$ cat src/pio_consts.vh
// Constants for the parallel port bank: register indices, reset values.
// Included by every design file of the block; definitions only.
`ifndef PIO_CONSTS_VH
`define PIO_CONSTS_VH

// Register index on the word-addressed bus (byte address = 4 * index)
`define PIO_IDX_W 12
`define PIO_IDX_P1_LATCH 12'h001
`define PIO_IDX_P2_LATCH 12'h002
`define PIO_IDX_P3_LATCH 12'h003
`define PIO_IDX_P3_SEG 12'h004
`define PIO_IDX_P5_LATCH 12'h005
`define PIO_IDX_P6_LATCH 12'h006
`define PIO_IDX_P7_LATCH 12'h007
`define PIO_IDX_P1_PIN 12'h008
`define PIO_IDX_P2_PIN 12'h009
`define PIO_IDX_P3_PIN 12'h00a
`define PIO_IDX_P5_PIN 12'h00b
`define PIO_IDX_P6_DIR 12'h00c
`define PIO_IDX_P7_PIN 12'h00d
`define PIO_IDX_P1_SEG 12'h029
`define PIO_IDX_P5_SEG 12'h02a
`define PIO_IDX_P7_SEG 12'h02b
`define PIO_IDX_FSEL 12'hfc0

// Reset values
`define PIO_RST_LATCH8 8'hff
`define PIO_RST_LATCH7 7'h7f
`define PIO_RST_LATCH3 3'h7
`define PIO_RST_ZERO8 8'h00
`define PIO_RST_ZERO7 7'h00

// Total number of port pins, synchronised as one vector
`define PIO_NPINS 42

// Function select bit positions
`define PIO_FS_DIV 0
`define PIO_FS_TMR3 1
`define PIO_FS_TMR4 2
`define PIO_FS_TMR6 3
`define PIO_FS_IRQ1 4
`define PIO_FS_IRQ2 5
`define PIO_FS_IRQ3 6

`endif

$ cat src/pio_sync.v
// Two-stage synchroniser for asynchronous pin levels.
// Assumes one clock; the first stage feeds only the second.
`timescale 1ns/1ps
`include "pio_consts.vh"
module pio_sync #(
   parameter W = 1
) (
   // Clock and reset
   input wire clk_sys_i,
   input wire reset_i,
   // Data
   input wire [W-1:0] async_i,
   output reg [W-1:0] sync_o
);
   reg [W-1:0] stage1;

   // Zero at reset, so pins read low until two edges after release
   always @(posedge clk_sys_i) begin
      if (reset_i) begin
         stage1 <= {W{1'b0}};
         sync_o <= {W{1'b0}};
      end else begin
         stage1 <= async_i;
         sync_o <= stage1;
      end
   end
endmodule

$ cat src/pio_fsel.v
// Routing of interrupt, timer and divider functions to port pins.
// Assumes synchronised pin levels and a stable select register.
`timescale 1ns/1ps
`include "pio_consts.vh"
module pio_fsel (
   // Select register
   input wire [6:0] fsel_i,
   // Synchronised pins
   input wire [7:0] p1_sync_i,
   input wire [6:0] p3_sync_i,
   input wire [7:0] p7_sync_i,
   // Function outputs from peripherals
   input wire timer3_out_i,
   input wire timer4_out_i,
   input wire timer6_out_i,
   input wire divider_out_i,
   // Gating masks for the pin drive, one where no function sits
   output wire [6:0] p3_fn_o,
   output wire [7:0] p7_fn_o,
   // Function inputs towards peripherals
   output wire irq1_pin_o,
   output wire irq2_pin_o,
   output wire irq3_pin_o,
   output wire timer3_in_o,
   output wire timer4_in_o,
   output wire timer6_in_o
);
   wire [3:0] fn_out;
   wire [3:0] fn_sel;

   assign fn_out = {timer6_out_i, timer4_out_i, timer3_out_i, divider_out_i};
   assign fn_sel = fsel_i[3:0];

   // Zero selects the port-3 pin, one the port-7 pin
   genvar g;
   generate
      for (g = 0; g < 4; g = g + 1) begin : g_fn
         assign p3_fn_o[g] = fn_sel[g] | fn_out[g];
         assign p7_fn_o[g + 1] = ~fn_sel[g] | fn_out[g];
      end
   endgenerate
   assign p3_fn_o[6:4] = 3'h7;
   assign p7_fn_o[0] = 1'b1;
   assign p7_fn_o[7:5] = 3'h7;

   assign irq1_pin_o = fsel_i[`PIO_FS_IRQ1] ? p3_sync_i[4] :
                       p1_sync_i[2];
   assign irq2_pin_o = fsel_i[`PIO_FS_IRQ2] ? p3_sync_i[5] :
                       p1_sync_i[3];
   assign irq3_pin_o = fsel_i[`PIO_FS_IRQ3] ? p3_sync_i[6] :
                       p1_sync_i[4];
   assign timer3_in_o = fsel_i[`PIO_FS_TMR3] ? p7_sync_i[2] : p3_sync_i[1];
   assign timer4_in_o = fsel_i[`PIO_FS_TMR4] ? p7_sync_i[3] : p3_sync_i[2];
   assign timer6_in_o = fsel_i[`PIO_FS_TMR6] ? p7_sync_i[4] : p3_sync_i[3];
endmodule

$ cat src/pio_top.v
// Six parallel ports with latches, pin readback, LCD hand-over, analog
// sharing on port 6 and a function pin select register.
// Assumes an Avalon-MM master on clk_sys_i and asynchronous pin levels.
`timescale 1ns/1ps
`include "pio_consts.vh"
module pio_top (
   // Clock and reset
   input wire clk_sys_i,
   input wire reset_i,
   // Avalon-MM slave, word addressed
   input wire [`PIO_IDX_W-1:0] avs_address_i,
   input wire avs_read_i,
   input wire avs_write_i,
   input wire [31:0] avs_writedata_i,
   output reg [31:0] avs_readdata_o,
   output wire avs_waitrequest_o,
   // Port 1 pins
   input wire [7:0] port1_pin_i,
   output wire [7:0] port1_pin_o,
   output wire [7:0] port1_pin_oe_o,
   // Port 2 pins
   input wire [2:0] port2_pin_i,
   output wire [2:0] port2_pin_o,
   output wire [2:0] port2_pin_oe_o,
   // Port 3 pins
   input wire [6:0] port3_pin_i,
   output wire [6:0] port3_pin_o,
   output wire [6:0] port3_pin_oe_o,
   // Port 5 pins
   input wire [7:0] port5_pin_i,
   output wire [7:0] port5_pin_o,
   output wire [7:0] port5_pin_oe_o,
   // Port 6 pins
   input wire [7:0] port6_pin_i,
   output wire [7:0] port6_pin_o,
   output wire [7:0] port6_pin_oe_o,
   // Port 7 pins
   input wire [7:0] port7_pin_i,
   output wire [7:0] port7_pin_o,
   output wire [7:0] port7_pin_oe_o,
   // LCD segment and common drive levels
   input wire [7:0] port1_lcd_i,
   input wire [6:0] port3_lcd_i,
   input wire [7:0] port5_lcd_i,
   input wire [7:0] port7_lcd_i,
   // Slow oscillator
   input wire dual_clock_mode_i,
   input wire slow_osc_out_i,
   output wire slow_osc_in_o,
   // Analog sharing on port 6
   output wire [7:0] port6_analog_en_o,
   output wire [7:0] port6_in_o,
   // Interrupt, timer and divider functions
   output wire port2_int_pin_o,
   output wire irq1_pin_o,
   output wire irq2_pin_o,
   output wire irq3_pin_o,
   output wire timer3_in_o,
   output wire timer4_in_o,
   output wire timer6_in_o,
   input wire timer3_out_i,
   input wire timer4_out_i,
   input wire timer6_out_i,
   input wire divider_out_i
);
   // Software-visible state
   // Widths follow the pin counts; narrow ports read zero above
   reg [7:0] port1_out_latch;
   reg [2:0] port2_out_latch;
   reg [6:0] port3_out_latch;
   reg [7:0] port5_out_latch;
   reg [7:0] port6_out_latch;
   reg [7:0] port7_out_latch;
   reg [7:0] port1_segment_select;
   reg [6:0] port3_segment_select;
   reg [7:0] port5_segment_select;
   reg [7:0] port7_common_select;
   reg [7:0] port6_direction_control;
   reg [6:0] function_pin_select;

   // Bus cycle state: zero is the first state, one the second
   reg bus_phase;
   reg [7:0] next_rdata;
   wire bus_req;
   wire wr_take;
   wire [7:0] wd;

   // Synchronised pins
   // One vector, so every pin sees the same two-flop delay
   wire [`PIO_NPINS-1:0] pins_sync;
   wire [7:0] p1_sync;
   wire [2:0] p2_sync;
   wire [6:0] p3_sync;
   wire [7:0] p5_sync;
   wire [7:0] p6_sync;
   wire [7:0] p7_sync;

   // Pin readback views
   wire [7:0] port1_pin_readback;
   wire [2:0] port2_pin_readback;
   wire [6:0] port3_pin_readback;
   wire [7:0] port5_pin_readback;
   wire [7:0] port7_pin_readback;
   wire [7:0] port6_read;
   wire [7:0] p6_analog;

   // Function gating of pin drive
   wire [6:0] p3_fn;
   wire [7:0] p7_fn;
   wire [6:0] p3_drive;
   wire [7:0] p7_drive;
   wire osc_pins;

   pio_sync #(
      .W(`PIO_NPINS)
   ) u_sync (
      .clk_sys_i(clk_sys_i),
      .reset_i(reset_i),
      .async_i({port7_pin_i, port6_pin_i, port5_pin_i, port3_pin_i,
                port2_pin_i, port1_pin_i}),
      .sync_o(pins_sync)
   );

   assign p1_sync = pins_sync[7:0];
   assign p2_sync = pins_sync[10:8];
   assign p3_sync = pins_sync[17:11];
   assign p5_sync = pins_sync[25:18];
   assign p6_sync = pins_sync[33:26];
   assign p7_sync = pins_sync[41:34];

   pio_fsel u_fsel (
      .fsel_i(function_pin_select),
      .p1_sync_i(p1_sync),
      .p3_sync_i(p3_sync),
      .p7_sync_i(p7_sync),
      .timer3_out_i(timer3_out_i),
      .timer4_out_i(timer4_out_i),
      .timer6_out_i(timer6_out_i),
      .divider_out_i(divider_out_i),
      .p3_fn_o(p3_fn),
      .p7_fn_o(p7_fn),
      .irq1_pin_o(irq1_pin_o),
      .irq2_pin_o(irq2_pin_o),
      .irq3_pin_o(irq3_pin_o),
      .timer3_in_o(timer3_in_o),
      .timer4_in_o(timer4_in_o),
      .timer6_in_o(timer6_in_o)
   );

   // Two-state bus cycle: the first state samples, the second commits
   assign bus_req = avs_read_i | avs_write_i;
   assign avs_waitrequest_o = bus_req & ~bus_phase;
   assign wr_take = avs_write_i & bus_phase;
   assign wd = avs_writedata_i[7:0];

   // A held request drops back to the wait state: back to back works
   always @(posedge clk_sys_i) begin
      if (reset_i) begin
         bus_phase <= 1'b0;
      end else begin
         bus_phase <= bus_req & ~bus_phase;
      end
   end

   // Readback masks: LCD-owned pins and analog pins read as zero
   // Pins lag the wires by two edges through the synchroniser
   assign port1_pin_readback = p1_sync & ~port1_segment_select;
   assign port2_pin_readback = p2_sync;
   assign port3_pin_readback = p3_sync & ~port3_segment_select;
   assign port5_pin_readback = p5_sync & ~port5_segment_select;
   assign port7_pin_readback = p7_sync & ~port7_common_select;
   assign p6_analog = ~port6_direction_control & ~port6_out_latch;
   // Port 6 has no readback index; its latch index gives this view
   // Output bits return the latch, inputs the pin, analog bits zero
   assign port6_read = (port6_direction_control & port6_out_latch) |
                       (~port6_direction_control & p6_sync &
                        ~p6_analog);

   // Decoded from the held address, captured in the first state
   always @* begin
      next_rdata = `PIO_RST_ZERO8;
      case (avs_address_i)
         `PIO_IDX_P1_LATCH: next_rdata = port1_out_latch;
         // Upper bits are undefined; zero is returned
         `PIO_IDX_P2_LATCH: next_rdata = {5'h00, port2_out_latch};
         `PIO_IDX_P3_LATCH: next_rdata = {1'b0, port3_out_latch};
         `PIO_IDX_P3_SEG: next_rdata = {1'b0, port3_segment_select};
         `PIO_IDX_P5_LATCH: next_rdata = port5_out_latch;
         `PIO_IDX_P6_LATCH: next_rdata = port6_read;
         `PIO_IDX_P7_LATCH: next_rdata = port7_out_latch;
         `PIO_IDX_P1_PIN: next_rdata = port1_pin_readback;
         `PIO_IDX_P2_PIN: next_rdata = {5'h00, port2_pin_readback};
         `PIO_IDX_P3_PIN: next_rdata = {1'b0, port3_pin_readback};
         `PIO_IDX_P5_PIN: next_rdata = port5_pin_readback;
         `PIO_IDX_P6_DIR: next_rdata = port6_direction_control;
         `PIO_IDX_P7_PIN: next_rdata = port7_pin_readback;
         `PIO_IDX_P1_SEG: next_rdata = port1_segment_select;
         `PIO_IDX_P5_SEG: next_rdata = port5_segment_select;
         `PIO_IDX_P7_SEG: next_rdata = port7_common_select;
         `PIO_IDX_FSEL: next_rdata = {1'b0, function_pin_select};
         default: next_rdata = `PIO_RST_ZERO8;
      endcase
   end

   // Pins are captured in the first state, held until the next read
   always @(posedge clk_sys_i) begin
      if (reset_i) begin
         avs_readdata_o <= 32'h0000_0000;
      end else if (avs_read_i & ~bus_phase) begin
         avs_readdata_o <= {24'h00_0000, next_rdata};
      end
   end

   // Register writes land at the edge that ends the second state
   // Only byte lane 0 carries data; upper write bits are ignored
   always @(posedge clk_sys_i) begin
      if (reset_i) begin
         port1_out_latch <= `PIO_RST_LATCH8;
         port2_out_latch <= `PIO_RST_LATCH3;
         port3_out_latch <= `PIO_RST_LATCH7;
         port5_out_latch <= `PIO_RST_LATCH8;
         port7_out_latch <= `PIO_RST_LATCH8;
         port1_segment_select <= `PIO_RST_ZERO8;
         port3_segment_select <= `PIO_RST_ZERO7;
         port5_segment_select <= `PIO_RST_ZERO8;
         port7_common_select <= `PIO_RST_ZERO8;
         port6_out_latch <= `PIO_RST_ZERO8;
         port6_direction_control <= `PIO_RST_ZERO8;
         function_pin_select <= `PIO_RST_ZERO7;
      end else if (wr_take) begin
         case (avs_address_i)
            `PIO_IDX_P1_LATCH: port1_out_latch <= wd;
            `PIO_IDX_P2_LATCH: port2_out_latch <= wd[2:0];
            `PIO_IDX_P3_LATCH: port3_out_latch <= wd[6:0];
            `PIO_IDX_P3_SEG: port3_segment_select <= wd[6:0];
            `PIO_IDX_P5_LATCH: port5_out_latch <= wd;
            `PIO_IDX_P6_LATCH: port6_out_latch <= wd;
            `PIO_IDX_P7_LATCH: port7_out_latch <= wd;
            `PIO_IDX_P6_DIR: port6_direction_control <= wd;
            `PIO_IDX_P1_SEG: port1_segment_select <= wd;
            `PIO_IDX_P5_SEG: port5_segment_select <= wd;
            `PIO_IDX_P7_SEG: port7_common_select <= wd;
            `PIO_IDX_FSEL: function_pin_select <= wd[6:0];
            // Readback and unmapped indices ignore writes
            default: port1_out_latch <= port1_out_latch;
         endcase
      end
   end

   // Open-drain style: a latch one releases the pin so it can be read.
   // Segment-owned pins are driven by the LCD level instead.
   assign port1_pin_o = port1_segment_select & port1_lcd_i;
   assign port1_pin_oe_o = port1_segment_select | ~port1_out_latch;
   assign port5_pin_o = port5_segment_select & port5_lcd_i;
   assign port5_pin_oe_o = port5_segment_select | ~port5_out_latch;

   // Timer and divider outputs pull the pin low through the latch path
   // A latch zero would mask the function, hence software keeps it one
   assign p3_drive = port3_out_latch & p3_fn;
   assign p7_drive = port7_out_latch & p7_fn;
   assign port3_pin_o = port3_segment_select & port3_lcd_i;
   assign port3_pin_oe_o = port3_segment_select | ~p3_drive;
   assign port7_pin_o = port7_common_select & port7_lcd_i;
   assign port7_pin_oe_o = port7_common_select | ~p7_drive;

   // Dual-clock mode gives the upper two pins to the slow oscillator
   // Bit 2 drives the resonator, bit 1 is released to listen to it
   assign osc_pins = dual_clock_mode_i;
   assign port2_pin_o = {osc_pins & slow_osc_out_i, 2'h0};
   assign port2_pin_oe_o = {osc_pins | ~port2_out_latch[2],
                            ~osc_pins & ~port2_out_latch[1],
                            ~port2_out_latch[0]};
   assign slow_osc_in_o = osc_pins & p2_sync[1];
   // Interrupt source watches the pin itself, so driven pulses count
   assign port2_int_pin_o = p2_sync[0];

   // Port 6: direction one drives the latch level; zero is input/analog
   assign port6_pin_o = port6_out_latch;
   assign port6_pin_oe_o = port6_direction_control;
   // Writes during a conversion disturb accuracy; not blocked here
   assign port6_analog_en_o = p6_analog;
   // Analog bits read zero here too, so function inputs stay quiet
   assign port6_in_o = p6_sync & ~p6_analog;
endmodule

$ cat config.mk
export PLATFORM = sky130hd
export DESIGN_NAME = pio_top
export DESIGN_NICKNAME = d
export VERILOG_FILES = /design/src/pio_sync.v /design/src/pio_fsel.v /design/src/pio_top.v
export VERILOG_INCLUDE_DIRS = /design/src
export SDC_FILE = /design/constraint.sdc
export NUM_CORES = 1
export LEC_CHECK = 0
export CAP_MARGIN = 25
export CORE_AREA = 2 2 111 194
export DETAILED_ROUTE_END_ITERATION = 6
export DIE_AREA = 0 0 113 196
export DONT_BUFFER_PORTS = 1
export SKIP_LAST_GASP = 1
export SLEW_MARGIN = 10
export SYNTH_ARGS = -nofsm -noshare
export SYNTH_HDL_FRONTEND = slang
export SYNTH_SLANG_ARGS = --single-unit
$ cat constraint.sdc
create_clock -name clk_sys_i -period 2.7 [get_ports clk_sys_i]
set_input_delay 0 -clock clk_sys_i [delete_from_list [all_inputs] [get_ports clk_sys_i]]
set_output_delay 0 -clock clk_sys_i [all_outputs]
set_load 0.02 [all_outputs]
==> results.py <==
metrics = {
    "run_status": {
        "outcome": "finished, violations left",
        "violations": "DRC",
    },
    "setup_path": {
        "crit_buf_inv": 0,
        "crit_chain": "nand2_1 > nor3_4 > nand3_2 > mux2i_1 > nand2_1",
        "worstPathMaxFanout": 9,
        "arrival_ps": 2360,
        "critPathMaxStageDelay_ps": 570,
        "cp-start-kind": "flop",
        "crit_type": "reg -> reg",
        "cp-end-kind": "flop",
        "cpLargestDelayFamily": "simple AND/OR/NAND/NOR gates",
        "cpMostUsedCell": "nand2_1",
        "cp_slowest_cell": "nor3_4",
        "cp.required_ps": 3010,
    },
    "cts": {
        "clk_latency_ps": 440,
        "h-tree-depth": 4,
        "cts_root_buffer": "clkbuf_16",
        "cts-hold-fix-buffers": 58,
        "path_clk_slew_ps": 70,
        "cts.sinks": 181,
        "cts_tree": "done",
        "cts_setup_buffers": 0,
        "post_cts_resized": 0,
        "clock_path_buffers": 2,
        "cts_made_buffers": 17,
    },
    "yosys": {
        "synth_area_leader_cell": "dfxtp_1",
        "syn_area_per_cell_sq_um": 8.85,
        "seq_area_frac_synth": 0.445,
        "ys.flop_type": "dfxtp_1",
        "syn_inst": 921,
        "synth.distinct_cells": 70,
        "async_flop_share": 0,
        "ys.warnings.count": 0,
        "yosysTopAreaCellShare": 0.445,
        "ys_ff_latch": 181,
        "synth_edf_count": 0,
        "synth_area_leaders": "dfxtp_1 (44%), nor2b_1 (7.6%), nand2_1 (5.9%)",
        "syn-cell-area_sq_mm": 0.00815,
    },
    "route": {
        "detail_route.wl_per_cell_microns": 25.5,
        "wirelength_microns": 31400,
        "vias_per_cell": 5.71,
        "final_antenna_net_count": 0,
        "drcViolationCount": 16,
        "drt_iter0_markers": 597,
        "vias": 7030,
        "firstDrtPassIters": 7,
    },
    "place": {
        "io_buffers": 0,
        "finalWeightedCongestion": 1.04,
        "placed_cell_area_sq_mm": 0.00823,
        "hpwl_microns": 22300,
    },
    "floorplanning": {
        "ios": 268,
        "rows": 70,
        "start_util": 0.394,
        "dieHeight_microns": 196,
        "fp.dieArea_sq_mm": 0.0221,
        "core_area_sq_mm": 0.0207,
        "dieWidth_microns": 113,
    },
    "final_layout": {
        "final_area_sq_mm": 0.00942,
        "syn2layout_area_growth_pct": 15.6,
        "finish.utilization": 0.456,
        "final_layout_size_suffix_gt1_frac": 0.0930,
        "fin_nets": 1092,
        "layout_commonest_cell": "dfxtp_1",
        "final_cell_mix": "dfxtp_1 (181), nand2_1 (129), nor2b_1 (99)",
    },
    "sta": {
        "rsz0062_at_grt": "no",
        "finalMaxSlewViolations": 0,
        "slew_headroom": 0.251,
        "fmax_mhz": 490,
        "setup_viol": 0,
        "setup_tns_ps": 0,
        "period_needed_ps": 2040,
        "skew_ps": 9.84,
        "period_share": 0.757,
        "hold_viol_final": 0,
        "fin_hold_ws_ps": 11.3,
        "worst_pin_slew_ps": 1110,
    },
    "global_routing": {
        "grt_antenna_before_repair": 3,
        "grt_overflow": 0,
        "grt_max_degree": 142,
        "grt_pass1_wl_microns": 45100,
        "grt_usage": 0.280,
        "grt_pass1_vias": 6672,
    },
    "job": {
        "cap_violations": 0,
    },
    "min_path": {
        "hold_class": "in -> reg",
    },
    "pwr": {
        "power_density_mw_per_mm2": 595,
        "vdd_drop_max_mv": 0.367,
        "leakagePower_nw": 3.75,
        "p_total_mw": 5.61,
    },
}
==> sequential cells by signal (all words and copies together), names as in the netlist <==
name,cells
avs_readdata_o,8
bus_phase,1
function_pin_select,7
port1_out_latch,8
port1_segment_select,8
port2_out_latch,3
port3_out_latch,7
port3_segment_select,7
port5_out_latch,8
port5_segment_select,8
port6_pin_o,8
port6_pin_oe_o,8
port7_common_select,8
port7_out_latch,8
u_sync.stage1,42
u_sync.sync_o,42
==> Yosys cell counts, types with 25 or more instances <==
master	count
nand2b_1	29
buf_4	28
a21oi_1	42
nand2_1	129
dfxtp_1	181
and2_1	36
mux2i_1	41
nor2b_1	99
nor2_1	48
nand3_1	29
inv_1	25
clkbuf_1	41
==> final timing paths <==
kind	start	depth (start not counted)	end	slack, ps
max	bus_phase$_SDFF_PP0_	5	port5_out_latch[7]$_SDFFE_PP1P_	660
min	reset_i	2	port3_segment_select[3]$_SDFFE_PP0P_	10
max reg2reg	bus_phase$_SDFF_PP0_	5	port5_out_latch[7]$_SDFFE_PP1P_	660
min reg2reg	u_sync.stage1[38]$_SDFF_PP0_	1	u_sync.sync_o[38]$_SDFF_PP0_	430
==> power breakdown <==
| part | total (mW) | internal, mW | leakage [nW] | switching [mW] |
|---|---|---|---|---|
| combinational | 0.390 | 0.148 | 1.99 | 0.242 |
| clock | 2.46 | 1.24 | 0.285 | 1.23 |
| sequential | 2.75 | 2.73 | 1.48 | 0.0240 |
| total | 5.61 | 4.11 | 3.75 | 1.49 |
==> worst register-to-register path, delay by kind of cell (launching register included) <==
family           cells  cell delay [ps]
AND/OR/NAND/NOR      4             1240
flip-flops           1              410
multiplexers         1              280
==> stage by stage <==
step	cells	worst slack [ps]
6_report	1232	657
5_1_grt	1231	540
4_1_cts	1230	719
3_5_place_dp	1140	717
3_3_place_gp	1140	713
2_1_floorplan	946	1060
==> metal layers <==
metal,wire length (microns),share of wire,GRT usage,vias to the layer above
met2,15700,0.50,0.476,390
met5,0,0,0,-
met3,2240,0.071,0.0497,102
li1,-,-,-,3183
met1,11100,0.35,0.311,3355
met4,2400,0.076,0.201,0
==> logic make-up after synthesis <==
logic type / share of synthesized area
DFF: 0.445
other: 0.000460
muxes: 0.0697
buffers and inverters: 0.0736
AOI/OAI and AO/OA: 0.116
and+or+nand+nor: 0.295
==> layout make-up <==
| cell class | instances | area (sq um) |
|---|---|---|
| timing repair buffer | 82 | 778 |
| sequential | 181 | 3620 |
| clock buffer | 17 | 425 |
| antenna | 2 | 5.00 |
| inverter | 26 | 97.6 |
| clock inverter | 15 | 155 |
| multi-input combinational | 657 | 4020 |
| tap | 252 | 315 |
| fill | 2015 | 11300 |
(Power assumes the default switching activity.)
